[src/include/ahi_pkg.sv]
// Constants for the host interface register block
package ahi_pkg;
  // Microcontroller register addresses
  localparam logic [15:0] UA_FIFO = 16'hff80;
  localparam logic [15:0] UA_MASK = 16'hff81;
  localparam logic [15:0] UA_BCL = 16'hff82;
  localparam logic [15:0] UA_BCH = 16'hff83;
  localparam logic [15:0] UA_START = 16'hff84;
  localparam logic [15:0] UA_ACK = 16'hff85;
  localparam logic [15:0] UA_RESET = 16'hff86;
  localparam logic [15:0] UA_STATUS = 16'hff87;
  localparam logic [15:0] UA_HIRQ = 16'hff88;
  localparam logic [15:0] UA_DADDR = 16'hff89;
  localparam logic [15:0] UA_SAMTAG = 16'hff8a;
  localparam logic [15:0] UA_FLOW = 16'hff8b;
  localparam logic [15:0] UA_DSEL = 16'hff8c;
  localparam logic [15:0] UA_IREASON = 16'hff8d;
  localparam logic [15:0] UA_ERROR = 16'hff8e;
  localparam logic [15:0] UA_CMD = 16'hff8f;
  localparam logic [15:0] UA_DEVCTL = 16'hff90;
  localparam logic [15:0] UA_FEAT = 16'hff91;
  localparam logic [15:0] UA_FLAGS = 16'hff92;
  localparam logic [15:0] UA_SHADOW_ERROR = 16'hff98;
  localparam logic [15:0] UA_PINS = 16'hff99;
  localparam logic [15:0] UA_INTERFACE_IRQ_FLAGS = 16'hff9a;
  localparam logic [15:0] UA_XC0 = 16'hffa0;
  localparam logic [15:0] UA_XC1 = 16'hffa1;
  localparam logic [15:0] UA_XC2 = 16'hffa2;
  localparam logic [15:0] UA_XC3 = 16'hffa3;
  localparam logic [15:0] UA_PKL = 16'hffa4;
  localparam logic [15:0] UA_PKH = 16'hffa5;
  localparam logic [15:0] UA_SEQ = 16'hffa6;
  // Host task-file select codes {cs0_n, cs1_n, da2..da0}
  localparam logic [4:0] HC_DATA = 5'h08;
  localparam logic [4:0] HC_ERROR = 5'h09;
  localparam logic [4:0] HC_IREASON = 5'h0a;
  localparam logic [4:0] HC_SAMTAG = 5'h0b;
  localparam logic [4:0] HC_BCL = 5'h0c;
  localparam logic [4:0] HC_BCH = 5'h0d;
  localparam logic [4:0] HC_DSEL = 5'h0e;
  localparam logic [4:0] HC_STATUS = 5'h0f;
  localparam logic [4:0] HC_ALTSTAT = 5'h16;
  localparam logic [4:0] HC_DADDR = 5'h17;
  // Host mode select codes
  localparam logic [2:0] HSEL_OFF = 3'h0;
  localparam logic [2:0] HSEL_ATAPI = 3'h1;
  localparam logic [2:0] HSEL_GEN8 = 3'h3;
  localparam logic [2:0] HSEL_GEN16 = 3'h4;
  // Transfer type codes
  localparam logic [2:0] XT_MEM_TO_HOST = 3'h0;
  localparam logic [2:0] XT_HOST_TO_MEM = 3'h1;
  localparam logic [2:0] XT_UC_TO_HOST = 3'h5;
  // Field positions
  localparam int F_CMDI = 7;
  localparam int F_DTEI = 6;
  localparam int F_DRQI = 5;
  localparam int F_USTOP = 4;
  localparam int F_DTBSY = 3;
  localparam int F_SRSTI = 2;
  localparam int F_PKT = 0;
  localparam int ST_BSY = 7;
  localparam int DC_SRST = 2;
  localparam int DS_DRV = 4;
  localparam int FL_RDRV = 3;
  localparam int SE_ABRT = 2;
  localparam int PN_PDIAG_OUT = 7;
  localparam int PN_PDIAG_EN = 6;
  localparam int PN_DASP_OUT = 5;
  localparam int PN_DASP_EN = 4;
  localparam int PN_PDIAG_IN = 3;
  localparam int PN_DASP_IN = 2;
  localparam int DA_FLOAT = 7;
  // Reset values and sizes
  localparam logic [7:0] RST_FLOW = 8'h08;
  localparam logic [7:0] RST_DSEL = 8'he0;
  localparam logic [7:0] RST_STATUS = 8'h80;
  localparam logic [7:0] DIAG_CMD = 8'h90;
  localparam logic [3:0] FIFO_DEPTH = 4'hc;
  localparam logic [3:0] FIFO_LAST = 4'hb;
endpackage

[src/hw/ahi_regs.sv]
// Host interface register block: microcontroller bank and host task file
// Notes on behaviour
// - Microcontroller-to-host data path is a 12-byte FIFO, used only with type 101.
// - Interrupt enables only gate the microcontroller interrupt; flags untouched.
// - Soft-reset enable at bit 2 is inverted; cleared means enabled.
// - 16-bit byte count readable and writable by host and microcontroller.
// - Memory-to-host: byte count decrements after each host data read.
// - Host-to-memory: byte count decrements per buffer memory write.
// - Byte count reloadable from packet store, counter remainder or microcontroller.
// - Any write to the start strobe register starts a transfer; data ignored.
// - Any write to the acknowledge register clears transfer-end and packet flags.
// - Write to reset register defaults all registers, loads host mode.
// - Host mode 000 off, 001 ATAPI, 011 generic 8, 100 generic 16.
// - Busy set when host writes command while this drive is selected.
// - Busy set when host writes diagnostic command 90H.
// - Busy set on host soft reset bit write and on hardware reset.
// - Microcontroller status write clears a pending host interrupt.
// - In ATAPI mode host interrupt strobe write raises the host interrupt.
// - Host interrupt clears on host status read or command write.
// - Drive address answers code 10111; its bit 7 floats on host reads.
// - Task-file registers reset to zero except busy in status and E0H in drive select.
// - 32-bit transfer counter at FFA0H; 16-bit packet size store.
// - Sequencer state register is read-only, state in bits 5 to 0.
// - Drive is selected only when drive bit equals configured device bit.
`timescale 1ns/1ps
module ahi_regs (
  input wire logic mclk_i,
  input wire logic reset_i,
  input wire logic [15:0] uc_addr_i,
  input wire logic [7:0] uc_wdata_i,
  input wire logic uc_wr_i,
  input wire logic uc_rd_i,
  output logic [7:0] uc_rdata_o,
  output logic uc_irq_o,
  input wire logic host_cs0_n_i,
  input wire logic host_cs1_n_i,
  input wire logic [2:0] host_da_i,
  input wire logic host_rd_i,
  input wire logic host_wr_i,
  input wire logic [7:0] host_wdata_i,
  output logic [7:0] host_rdata_o,
  output logic [7:0] host_data_oe_n_o,
  output logic host_intrq_o,
  output logic host_intrq_oe_n_o,
  input wire logic pdiag_i,
  output logic pdiag_o,
  output logic pdiag_oe_n_o,
  input wire logic dasp_i,
  output logic dasp_o,
  output logic dasp_oe_n_o,
  input wire logic [7:0] mem_data_i,
  input wire logic buf_wr_i,
  input wire logic xfer_done_i,
  input wire logic drq_evt_i,
  input wire logic ultra_stop_i,
  input wire logic pkt_done_i,
  input wire logic load_pkt_i,
  input wire logic load_rem_i,
  input wire logic [5:0] seq_state_i,
  output logic xfer_start_o,
  output logic [2:0] host_mode_o
);

  typedef struct packed {
    logic [7:0] irq_mask;
    logic [7:0] irq_flags;
    logic [15:0] byte_count;
    logic [2:0] hsel;
    logic [7:0] status;
    logic [7:0] command;
    logic [7:0] devctrl;
    logic [7:0] feature;
    logic [7:0] error;
    logic [7:0] intr_reason;
    logic [7:0] sam_tag;
    logic [7:0] drive_sel;
    logic [7:0] drive_addr;
    logic [7:0] flow;
    logic [7:0] sh_error;
    logic [7:0] pin_ctrl;
    logic [31:0] xfer_count;
    logic [15:0] pkt_len;
    logic [11:0][7:0] fifo;
    logic [3:0] fifo_wr;
    logic [3:0] fifo_rd;
    logic [3:0] fifo_cnt;
    logic host_irq;
    logic [7:0] uc_rdata;
    logic [7:0] host_rdata;
    logic [7:0] host_oe_n;
    logic uc_irq;
    logic xfer_start;
    logic host_intrq;
  } ahi_state_type;

  ahi_state_type q;
  ahi_state_type d;

  // Default contents after any reset; busy set, drive 1, host pins off
  function automatic ahi_state_type reset_state();
    ahi_state_type s;
    s = '0;
    s.status = ahi_pkg::RST_STATUS;
    s.flow = ahi_pkg::RST_FLOW;
    s.drive_sel = ahi_pkg::RST_DSEL;
    s.host_oe_n = 8'hff;
    return s;
  endfunction

  // FIFO pointer advance with wrap at depth
  function automatic logic [3:0] next_ptr(input logic [3:0] p);
    return (p == ahi_pkg::FIFO_LAST) ? 4'h0 : 4'(p + 4'h1);
  endfunction

  logic sel;
  logic host_on;
  logic [4:0] hcode;
  logic [2:0] trant;
  logic hrd;
  logic hwr;
  logic soft_rst;
  logic fifo_push;
  logic fifo_pop;
  logic [7:0] irq_en;

  // Decode of selection, strobes and FIFO moves
  always_comb begin
    sel = q.drive_sel[ahi_pkg::DS_DRV] == q.flow[ahi_pkg::FL_RDRV];
    host_on = q.hsel != ahi_pkg::HSEL_OFF;
    hcode = {host_cs0_n_i, host_cs1_n_i, host_da_i};
    trant = q.flow[2:0];
    hrd = host_rd_i && host_on;
    hwr = host_wr_i && host_on;
    soft_rst = uc_wr_i && uc_addr_i == ahi_pkg::UA_RESET;
    fifo_push = uc_wr_i && uc_addr_i == ahi_pkg::UA_FIFO && trant == ahi_pkg::XT_UC_TO_HOST
      && q.fifo_cnt != ahi_pkg::FIFO_DEPTH;
    fifo_pop = hrd && hcode == ahi_pkg::HC_DATA && trant == ahi_pkg::XT_UC_TO_HOST
      && q.fifo_cnt != 4'h0;
  end

  // Next state of every register
  always_comb begin
    d = q;
    d.xfer_start = 1'b0;
    irq_en = 8'h00;
    // Sample device pins every cycle
    d.pin_ctrl[ahi_pkg::PN_PDIAG_IN] = pdiag_i;
    d.pin_ctrl[ahi_pkg::PN_DASP_IN] = dasp_i;

    // Byte count counts down per moved byte
    if (q.byte_count != 16'h0000) begin
      if (trant == ahi_pkg::XT_MEM_TO_HOST && hrd && hcode == ahi_pkg::HC_DATA) begin
        d.byte_count = 16'(q.byte_count - 16'h0001);
      end else if (trant == ahi_pkg::XT_HOST_TO_MEM && buf_wr_i) begin
        d.byte_count = 16'(q.byte_count - 16'h0001);
      end
    end
    // Sequencer reloads of the byte count
    if (load_pkt_i) begin
      d.byte_count = q.pkt_len;
    end else if (load_rem_i) begin
      d.byte_count = q.xfer_count[15:0];
    end

    // FIFO storage and pointers
    if (fifo_push) begin
      d.fifo[q.fifo_wr] = uc_wdata_i;
      d.fifo_wr = next_ptr(q.fifo_wr);
    end
    if (fifo_pop) begin
      d.fifo_rd = next_ptr(q.fifo_rd);
    end
    d.fifo_cnt = 4'(q.fifo_cnt + {3'b000, fifo_push} - {3'b000, fifo_pop});

    // Microcontroller writes
    if (uc_wr_i) begin
      unique case (uc_addr_i)
        ahi_pkg::UA_MASK: d.irq_mask = uc_wdata_i;
        ahi_pkg::UA_BCL: d.byte_count[7:0] = uc_wdata_i;
        ahi_pkg::UA_BCH: d.byte_count[15:8] = uc_wdata_i;
        ahi_pkg::UA_START: begin
          d.xfer_start = 1'b1;
          d.irq_flags[ahi_pkg::F_DTBSY] = 1'b1;
        end
        ahi_pkg::UA_ACK: begin
          d.irq_flags[ahi_pkg::F_DTEI] = 1'b0;
          d.irq_flags[ahi_pkg::F_PKT] = 1'b0;
        end
        ahi_pkg::UA_STATUS: begin
          d.status = uc_wdata_i;
          d.host_irq = 1'b0;
        end
        ahi_pkg::UA_DADDR: d.drive_addr = uc_wdata_i;
        ahi_pkg::UA_SAMTAG: d.sam_tag = uc_wdata_i;
        ahi_pkg::UA_FLOW: d.flow = uc_wdata_i;
        ahi_pkg::UA_DSEL: d.drive_sel = uc_wdata_i | ahi_pkg::RST_DSEL;
        ahi_pkg::UA_IREASON: d.intr_reason = uc_wdata_i;
        ahi_pkg::UA_ERROR: d.error = uc_wdata_i;
        ahi_pkg::UA_FLAGS: d.irq_flags = q.irq_flags & ~uc_wdata_i;
        ahi_pkg::UA_SHADOW_ERROR: d.sh_error[ahi_pkg::SE_ABRT] = uc_wdata_i[ahi_pkg::SE_ABRT];
        ahi_pkg::UA_PINS: d.pin_ctrl[7:4] = uc_wdata_i[7:4];
        ahi_pkg::UA_XC0: d.xfer_count[7:0] = uc_wdata_i;
        ahi_pkg::UA_XC1: d.xfer_count[15:8] = uc_wdata_i;
        ahi_pkg::UA_XC2: d.xfer_count[23:16] = uc_wdata_i;
        ahi_pkg::UA_XC3: d.xfer_count[31:24] = uc_wdata_i;
        ahi_pkg::UA_PKL: d.pkt_len[7:0] = uc_wdata_i;
        ahi_pkg::UA_PKH: d.pkt_len[15:8] = uc_wdata_i;
        default: ;
      endcase
    end

    // Host writes to the task file
    if (hwr) begin
      unique case (hcode)
        ahi_pkg::HC_ERROR: d.feature = host_wdata_i;
        ahi_pkg::HC_SAMTAG: d.sam_tag = host_wdata_i;
        ahi_pkg::HC_BCL: d.byte_count[7:0] = host_wdata_i;
        ahi_pkg::HC_BCH: d.byte_count[15:8] = host_wdata_i;
        ahi_pkg::HC_DSEL: d.drive_sel = host_wdata_i | ahi_pkg::RST_DSEL;
        ahi_pkg::HC_STATUS: begin
          d.host_irq = 1'b0;
          if (sel || host_wdata_i == ahi_pkg::DIAG_CMD) begin
            d.command = host_wdata_i;
            d.status[ahi_pkg::ST_BSY] = 1'b1;
            d.irq_flags[ahi_pkg::F_CMDI] = 1'b1;
          end
        end
        ahi_pkg::HC_ALTSTAT: begin
          d.devctrl = host_wdata_i;
          if (host_wdata_i[ahi_pkg::DC_SRST]) begin
            d.status[ahi_pkg::ST_BSY] = 1'b1;
            d.irq_flags[ahi_pkg::F_SRSTI] = 1'b1;
          end
        end
        default: ;
      endcase
    end

    // Host status read drops the host interrupt
    if (hrd && hcode == ahi_pkg::HC_STATUS) begin
      d.host_irq = 1'b0;
    end
    // Interrupt strobe; placed last so a set beats a clear
    if (uc_wr_i && uc_addr_i == ahi_pkg::UA_HIRQ && q.hsel == ahi_pkg::HSEL_ATAPI) begin
      d.host_irq = 1'b1;
    end

    // Event flags set after software clears so a set wins
    if (xfer_done_i) begin
      d.irq_flags[ahi_pkg::F_DTEI] = 1'b1;
      d.irq_flags[ahi_pkg::F_DTBSY] = 1'b0;
    end
    if (drq_evt_i) begin
      d.irq_flags[ahi_pkg::F_DRQI] = 1'b1;
    end
    if (ultra_stop_i) begin
      d.irq_flags[ahi_pkg::F_USTOP] = 1'b1;
    end
    if (pkt_done_i) begin
      d.irq_flags[ahi_pkg::F_PKT] = 1'b1;
    end

    // Microcontroller read data, valid the cycle after the read
    d.uc_rdata = 8'h00;
    if (uc_rd_i) begin
      unique case (uc_addr_i)
        ahi_pkg::UA_MASK: d.uc_rdata = q.irq_mask;
        ahi_pkg::UA_BCL: d.uc_rdata = q.byte_count[7:0];
        ahi_pkg::UA_BCH: d.uc_rdata = q.byte_count[15:8];
        ahi_pkg::UA_STATUS: d.uc_rdata = q.status;
        ahi_pkg::UA_SAMTAG: d.uc_rdata = q.sam_tag;
        ahi_pkg::UA_FLOW: d.uc_rdata = q.flow;
        ahi_pkg::UA_DSEL: d.uc_rdata = q.drive_sel;
        ahi_pkg::UA_IREASON: d.uc_rdata = q.intr_reason;
        ahi_pkg::UA_ERROR: d.uc_rdata = q.error;
        ahi_pkg::UA_CMD: d.uc_rdata = q.command;
        ahi_pkg::UA_DEVCTL: d.uc_rdata = q.devctrl;
        ahi_pkg::UA_FEAT: d.uc_rdata = q.feature;
        ahi_pkg::UA_FLAGS: d.uc_rdata = q.irq_flags;
        ahi_pkg::UA_SHADOW_ERROR: d.uc_rdata = q.sh_error;
        ahi_pkg::UA_PINS: d.uc_rdata = q.pin_ctrl;
        ahi_pkg::UA_XC0: d.uc_rdata = q.xfer_count[7:0];
        ahi_pkg::UA_XC1: d.uc_rdata = q.xfer_count[15:8];
        ahi_pkg::UA_XC2: d.uc_rdata = q.xfer_count[23:16];
        ahi_pkg::UA_XC3: d.uc_rdata = q.xfer_count[31:24];
        ahi_pkg::UA_PKL: d.uc_rdata = q.pkt_len[7:0];
        ahi_pkg::UA_PKH: d.uc_rdata = q.pkt_len[15:8];
        ahi_pkg::UA_SEQ: d.uc_rdata = {2'b00, seq_state_i};
        default: d.uc_rdata = 8'h00;
      endcase
    end

    // Host read data and pad enables, one cycle after the read strobe
    d.host_rdata = 8'h00;
    d.host_oe_n = 8'hff;
    if (hrd && sel) begin
      d.host_oe_n = 8'h00;
      unique case (hcode)
        ahi_pkg::HC_DATA: d.host_rdata = (trant == ahi_pkg::XT_UC_TO_HOST) ?
          q.fifo[q.fifo_rd] : mem_data_i;
        ahi_pkg::HC_ERROR: d.host_rdata = q.error;
        ahi_pkg::HC_IREASON: d.host_rdata = q.intr_reason;
        ahi_pkg::HC_SAMTAG: d.host_rdata = q.sam_tag;
        ahi_pkg::HC_BCL: d.host_rdata = q.byte_count[7:0];
        ahi_pkg::HC_BCH: d.host_rdata = q.byte_count[15:8];
        ahi_pkg::HC_DSEL: d.host_rdata = q.drive_sel;
        ahi_pkg::HC_STATUS: d.host_rdata = q.status;
        ahi_pkg::HC_ALTSTAT: d.host_rdata = q.status;
        ahi_pkg::HC_DADDR: begin
          d.host_rdata = q.drive_addr;
          d.host_oe_n[ahi_pkg::DA_FLOAT] = 1'b1;
        end
        default: d.host_oe_n = 8'hff;
      endcase
    end

    // Soft reset: everything defaults, host mode from write data
    if (soft_rst) begin
      d = reset_state();
      d.hsel = uc_wdata_i[2:0];
    end

    // Interrupt gating and pin outputs from the next state
    irq_en[ahi_pkg::F_CMDI] = d.irq_mask[ahi_pkg::F_CMDI];
    irq_en[ahi_pkg::F_DTEI] = d.irq_mask[ahi_pkg::F_DTEI];
    irq_en[ahi_pkg::F_DRQI] = d.irq_mask[ahi_pkg::F_DRQI];
    irq_en[ahi_pkg::F_USTOP] = d.irq_mask[ahi_pkg::F_USTOP];
    irq_en[ahi_pkg::F_SRSTI] = ~d.irq_mask[ahi_pkg::F_SRSTI];
    d.uc_irq = |(d.irq_flags & irq_en);
    d.host_intrq = d.host_irq && d.hsel == ahi_pkg::HSEL_ATAPI
      && d.drive_sel[ahi_pkg::DS_DRV] == d.flow[ahi_pkg::FL_RDRV];
  end

  // State register
  always_ff @(posedge mclk_i) begin
    if (reset_i) begin
      q <= reset_state();
    end else begin
      q <= d;
    end
  end

  // Outputs straight from the state flops
  assign uc_rdata_o = q.uc_rdata;
  assign uc_irq_o = q.uc_irq;
  assign host_rdata_o = q.host_rdata;
  assign host_data_oe_n_o = q.host_oe_n;
  assign host_intrq_o = q.host_intrq;
  assign host_intrq_oe_n_o = q.hsel == ahi_pkg::HSEL_OFF;
  assign pdiag_o = q.pin_ctrl[ahi_pkg::PN_PDIAG_OUT];
  assign pdiag_oe_n_o = ~q.pin_ctrl[ahi_pkg::PN_PDIAG_EN];
  assign dasp_o = q.pin_ctrl[ahi_pkg::PN_DASP_OUT];
  assign dasp_oe_n_o = ~q.pin_ctrl[ahi_pkg::PN_DASP_EN];
  assign xfer_start_o = q.xfer_start;
  assign host_mode_o = q.hsel;
endmodule

[config.mk]
export PLATFORM = sky130hd
export DESIGN_NAME = ahi_regs
export DESIGN_NICKNAME = d
export VERILOG_FILES = /design/src/include/ahi_pkg.sv /design/src/hw/ahi_regs.sv
export SDC_FILE = /design/constraint.sdc
export NUM_CORES = 1
export LEC_CHECK = 0
export BUFFER_PORTS_ARGS = -buffer_cell sky130_fd_sc_hd__buf_2
export CORE_ASPECT_RATIO = 0.9
export CORE_MARGIN = 3
export CORE_UTILIZATION = 49
export CTS_CLUSTER_SIZE = 16
export DETAILED_ROUTE_END_ITERATION = 8
export GPL_TIMING_DRIVEN = 0
export HOLD_SLACK_MARGIN = 0.02
export PLACE_DENSITY = 0.67
export SYNTH_ARGS = -nofsm -noshare
export SYNTH_HDL_FRONTEND = slang
export SYNTH_SLANG_ARGS = --single-unit
[constraint.sdc]
create_clock -name mclk_i -period 3.8 [get_ports mclk_i]
set_input_delay 0.38 -clock mclk_i [delete_from_list [all_inputs] [get_ports mclk_i]]
set_output_delay 0.38 -clock mclk_i [all_outputs]
set_load 0.02 [all_outputs]
# After elaboration in Yosys (flattened, before gate mapping)
# Index checks and enable logic that the tools add are counted.
[op_classes] n_addsub=5 order_cmp=3 n_eq_ne=48 muxes=86 n_bitwise=9 n_reduce_logical=50
[op_table] op="$eq A16 B16 Y1 const B" n=28
[op_table] op="$mux W315" n=1
[op_table] op="$mux W8" n=29
[op_table] op="$pmux W8 S22" n=1
[op_table] op="$mux W16" n=8
[op_table] op="$mux W100" n=1
[op_table] op="$bwmux W96" n=1
[op_table] op="$mux W48" n=2
[op_table] op="$pmux W8 S9" n=1
[op_table] op="$eq A5 B4 Y1 const B" n=8
[op_table] op="$bmux W8 S4" n=1
[op_table] op="$demux W8 S4" n=1
[op_table] op="$mux W32" n=1
[op_table] op="$reduce_and A2 Y1" n=16
[op_table] op="$mux W1" n=26
[op_table] op="$mux W24" n=1
[op_table] op="$mux W4" n=5
[op_table] op="$logic_and A1 B1 Y1" n=19
[op_table] op="$and A8 B8 Y8" n=2
[op_table] op="$reduce_bool A16 Y1" n=1
[op_table] op="$sub A16 B1 Y16 const B" n=1
[op_table] op="$eq A5 B5 Y1 const B" n=2
[op_table] op="$lt A4 B5 Y1 const B" n=2
[op_table] op="$reduce_or A10 Y1" n=1
[op_table] op="other kinds (24)" n=42
[totals] reg_bits=306 inputBits=66 out_inout_bits=35 elab_cells=250

# Longest topological paths before layout
[depth] depth_word=17 mapped_depth=13 depth_no_buf=11

# Worst setup path before layout
# Ideal clock, no wire load.
[synth_path] path_kind="input -> register" startpoint="input uc_addr_i[4]" endpoint="register q[30] (netlist name)" setup_ns=0.117 arrival_ns=3.019 t_required_ns=3.683 slack_ns=0.664 stages=12 n_path_buf=1 cell_sequence="nor4b_1 > nand4_1 > a2111oi_4 > buf_2 > inv_1 > ha_1 > inv_1 > ha_1 > inv_1 > fa_1 > xor2_1 > nor2_1"
[synth_via] elab_chain_cells=6 word_cells_on_any_way=9 cone_classes="add/sub: 2; eq/ne: 2; reduce/logical: 5"
[synth_lines] item="start, declared" line_no="ahi_regs.sv:29" rtl="input wire logic [15:0] uc_addr_i,"
[synth_lines] item="$eq A16 B16 Y1" line_no="ahi_regs.sv:135" rtl="fifo_push = uc_wr_i && uc_addr_i == ahi_pkg::UA_FIFO && trant == ahi_pkg::XT_UC_TO_HOST"
[synth_lines] item="$logic_and A1 B1 Y1 (2 in series)" line_no="ahi_regs.sv:135"
[synth_lines] item="$logic_and A1 B1 Y1" line_no="ahi_regs.sv:136" rtl="&& q.fifo_cnt != ahi_pkg::FIFO_DEPTH;"
[synth_lines] item="$add A4 B1 Y4" line_no="ahi_regs.sv:173" rtl="d.fifo_cnt = 4'(q.fifo_cnt + {3'b000, fifo_push} - {3'b000, fifo_pop});"
[synth_lines] item="$sub A4 B1 Y4" line_no="ahi_regs.sv:173"
[synth_lines] item="end signal, assigned" line_no="ahi_regs.sv:337" rtl="q <= reset_state();"
[synth_lines] item="end, declared" line_no="ahi_regs.sv:96" rtl="ahi_state_type q;"
# Several ways; a longest one is shown, not always the timed one.
# A chain may end at the register's enable or synchronous reset.

# Worst setup path in the final report
[layout_path] startpoint="register q[202] (netlist name)" endpoint="register q[30] (netlist name)"
[layout_via] elab_chain_cells=5 word_cells_on_any_way=7 cone_classes="add/sub: 2; eq/ne: 1; reduce/logical: 4"
[layout_lines] item="$eq A3 B3 Y1 *" line_no="ahi_regs.sv:135, ahi_regs.sv:137"
[layout_lines] item="$logic_and A1 B1 Y1" line_no="ahi_regs.sv:135"
[layout_lines] item="$logic_and A1 B1 Y1" line_no="ahi_regs.sv:136"
[layout_lines] item="$add A4 B1 Y4" line_no="ahi_regs.sv:173"
[layout_lines] item="$sub A4 B1 Y4 *" line_no="ahi_regs.sv:173"
# Mark *: on every way between the ends. The rest lies on a longest branch, timed or not.

==> impl_summary.txt <==
----------------------------------------------------
[Floorplan]
  Chip Height ... 172 um
  Total core area ... 30000 um^2
  Die W ... 190 um
  Area enclosed by the die boundary ... 32600 um^2
  Row count ... 60
  Number of placed I/O pins ... 101
  Effective utilization at floorplan ... 0.499

[Run]
  Max cap viols ... 0

[Power and ir drop]
  Max IR drop VDD ... 0.268 mV
  Power density over the cells ... 397 nW/um^2
  Switching share of power ... 0.248
  Leak pwr ... 6.69 nW
  Seq pwr share ... 0.468
  Final Power ... 6.76 mW
  Switching pwr ... 1.68 mW
  Clk network pwr share ... 0.470
  Combinational group share of total power ... 0.062
  Cell internal power dissipation ... 5.09 mW

[Setup path]
  Reg2reg setup slack ... 0.28 ns
  Startpoint type of the worst setup path ... flip-flop
  Arrival time of data at the critical path endpoint ... 3.91 ns
  Worst path required time ... 4.19 ns
  Max FO, Critical Path ... 10
  Start-to-end type of the worst setup path ... reg2reg
  Critical path endpoint category ... flip-flop

[Global routing]
  First-pass GRT wire length ... 89800 um
  Pin count of the biggest net entering global routing ... 14
  Via count of the first global-routing pass ... 13000
  Initial antenna violation count ... 1
  Gr usage total ... 0.376
  Total congestion overflow after global routing ... 0

[Cells and area]
  Syn-to-layout area delta ... 14.0%
  Finished Core Util ... 0.569
  Ant diodes ... 0
  Most frequent cells in the layout ... 300 x dfxtp_1, 217 x nor2_1, 180 x nand2_1
  Share of layout cells above drive strength 1 ... 0.138
  Number of nets in the finished design ... 1928
  Leading cell type in the layout, fill and taps excluded ... dfxtp_1

[Synth]
  Synthesis Warnings ... 0
  Post-synthesis sequential area ratio ... 0.402
  Multiplexer share of the synthesized area ... 0.154
  Synth Flop Type ... dfxtp_1
  Synth top area cells ... dfxtp_1 40%, mux2i_1 11%, nor2_1 5.5%, a21oi_1 4.9%, nand2_1 4.5%
  Largest family of logic cells by synthesized area ... simple AND/OR/NAND/NOR gates
  Cell area after synthesis ... 14900 um^2
  Fraction of synthesis flops using an asynchronous set or reset pin ... 0
  Xor and xnor fraction of the mapped netlist area ... 0.0106
  Number of distinct library cells after synthesis ... 74
  Instance count of the mapped netlist ... 1714
  Top cell type's share of synthesized area ... 0.402
  Post-synthesis share of cell area spent on and, or, nand and nor gates ... 0.212
  Mean area per synthesized cell ... 8.72 um^2
  Top cell type by total area after synthesis ... dfxtp_1
  Complex-gate fraction of the synthesized area ... 0.155
  Number of nets produced by synthesis ... 1794
  Count of flip-flops with a built-in enable after synthesis ... 0
  Post-synthesis adder-cell area fraction ... 0.0122
  Yosys reg bits ... 300

[STA]
  Post-route worst hold slack ... 0.0797 ns
  Aggregate negative setup slack ... 0 ns
  Layout Skew ... 0.0205 ns
  Relative max-transition margin ... 0.0584
  Number of hold violations in the final report ... 0
  Final Cycle Share ... 0.926
  Final worst path period need ... 3.52 ns
  Minimum setup slack in the final design ... 0.281 ns
  Fin. max-slew vios ... 0
  Max Fclk ... 284 MHz
  Pin slew with the least headroom to its limit ... 1.40 ns
  Unrepaired setup endpoints after global routing ... false
  Endpoints failing setup ... 0

[Drt]
  DRC violations left ... 0
  Total number of vias ... 14800
  Routed length per placed instance ... 28.0 um
  Detailed-routing iteration count for the pre-antenna-repair pass ... 8
  Via-to-Cell Ratio ... 6.54
  Wire length after detailed routing ... 63600 um
  Count of nets left with antenna violations after detail routing ... 0
  DRC violation total after the first TritonRoute iteration ... 2504

[CTS]
  H-Tree Level Count ... 2
  Inserted Clock Buffers ... 34
  Number of buffers added to fix hold violations after cts ... 0
  Skew-Pair Late Insertion Delay ... 0.52 ns
  Clock Path Buffers ... 3
  Clock-pin transition on the worst setup and hold timing paths ... 0.06 ns
  Root Driver ... clkbuf_16
  Clock tree from TritonCTS ... built
  Quantity of gates resized following cts ... 0
  Sink Count ... 300

[Placed design]
  Number of port buffers ... 92
  Post-placement worst setup slack ... -0.298 ns
  Placer's final routability congestion estimate ... 1.05
  Half-perimeter wire length after placement ... 46900 um

[Worst hold path]
  Kind of path behind the tightest hold check ... in2reg

[Run status]
  Result of the run ... complete, no violations

----------------------------------------------------
## critical path: stages (launching register included)
cell and delay, ns:
dfxtp_1 0.69, nand3b_1 0.45, a2111oi_4 0.57, buf_2 0.37, inv_1 0.10, ha_1 0.30
inv_1 0.06, ha_1 0.15, inv_1 0.06, fa_1 0.40, xor2_1 0.17, nor2_1 0.06
## final timing paths
path | from | endpoint | cells after the start
max | q[202] | q[30] | 11
max reg2reg | q[202] | q[30] | 11
min | pdiag_i | q[187] | 2
min reg2reg | q[176] | q[176] | 2
## routing by layer
layer  wire (um)  GRT usage  part of all wire
met5          17          0           0.00027
met4        2390      0.122             0.038
met3        8990      0.106              0.14
met2       25100      0.510              0.40
met1       27100      0.568              0.43
## metrics by stage
step / std cells / area, um^2
floorplan: 1714 / 14900
global placement: 2209 / 15900
detailed placement: 2213 / 16000
CTS: 2270 / 17000
global route: 2272 / 17000
finish: 2272 / 17000
## logic make-up after synthesis
kind of cell,after synthesis
AND/OR/NAND/NOR,657
AO/OA/AOI/OAI,350
flip-flops,300
multiplexers,193
buffers and inverters,182
XOR/XNOR,18
adder cells (fa/ha/maj),14
## Yosys cell counts, drive strengths merged, types with 27 or more instances
cell type / number
dfxtp: 300
nor2: 217
nand2: 180
mux2i: 160
a21oi: 147
nand3: 93
clkbuf: 91
buf: 64
a22oi: 37
o21ai: 36
nor4: 30
mux4: 29
nor3: 29
inv: 27
## power groups by stage
stage | Sequential, mW | Combinational (mW) | Clock (mW)
2_1_floorplan | 3.23 | 0.194 | 0
3_3_place_gp | 3.23 | 0.394 | 0
3_5_place_dp | 3.23 | 0.397 | 0
4_1_cts | 3.16 | 0.398 | 3.18
5_1_grt | 3.16 | 0.429 | 3.31
6_report | 3.16 | 0.422 | 3.18
## area by class of cell
type                       instances  area, um^2
tap                              403         504
multi-input combinational       1232        8150
sequential                       300        6010
timing repair buffer              99         513
fill                            2773       12900
inverter                          27         101
buffer                           154         711
clock inverter                     6        36.3
clock buffer                      51        1020
## repair_timing
item / 4_1_cts / 5_1_grt
hold endpoints to repair: 0 / 0
endpoints found under the setup margin: 0 / 2
buffers inserted: 0 / 3
(Power assumes the default switching activity.)
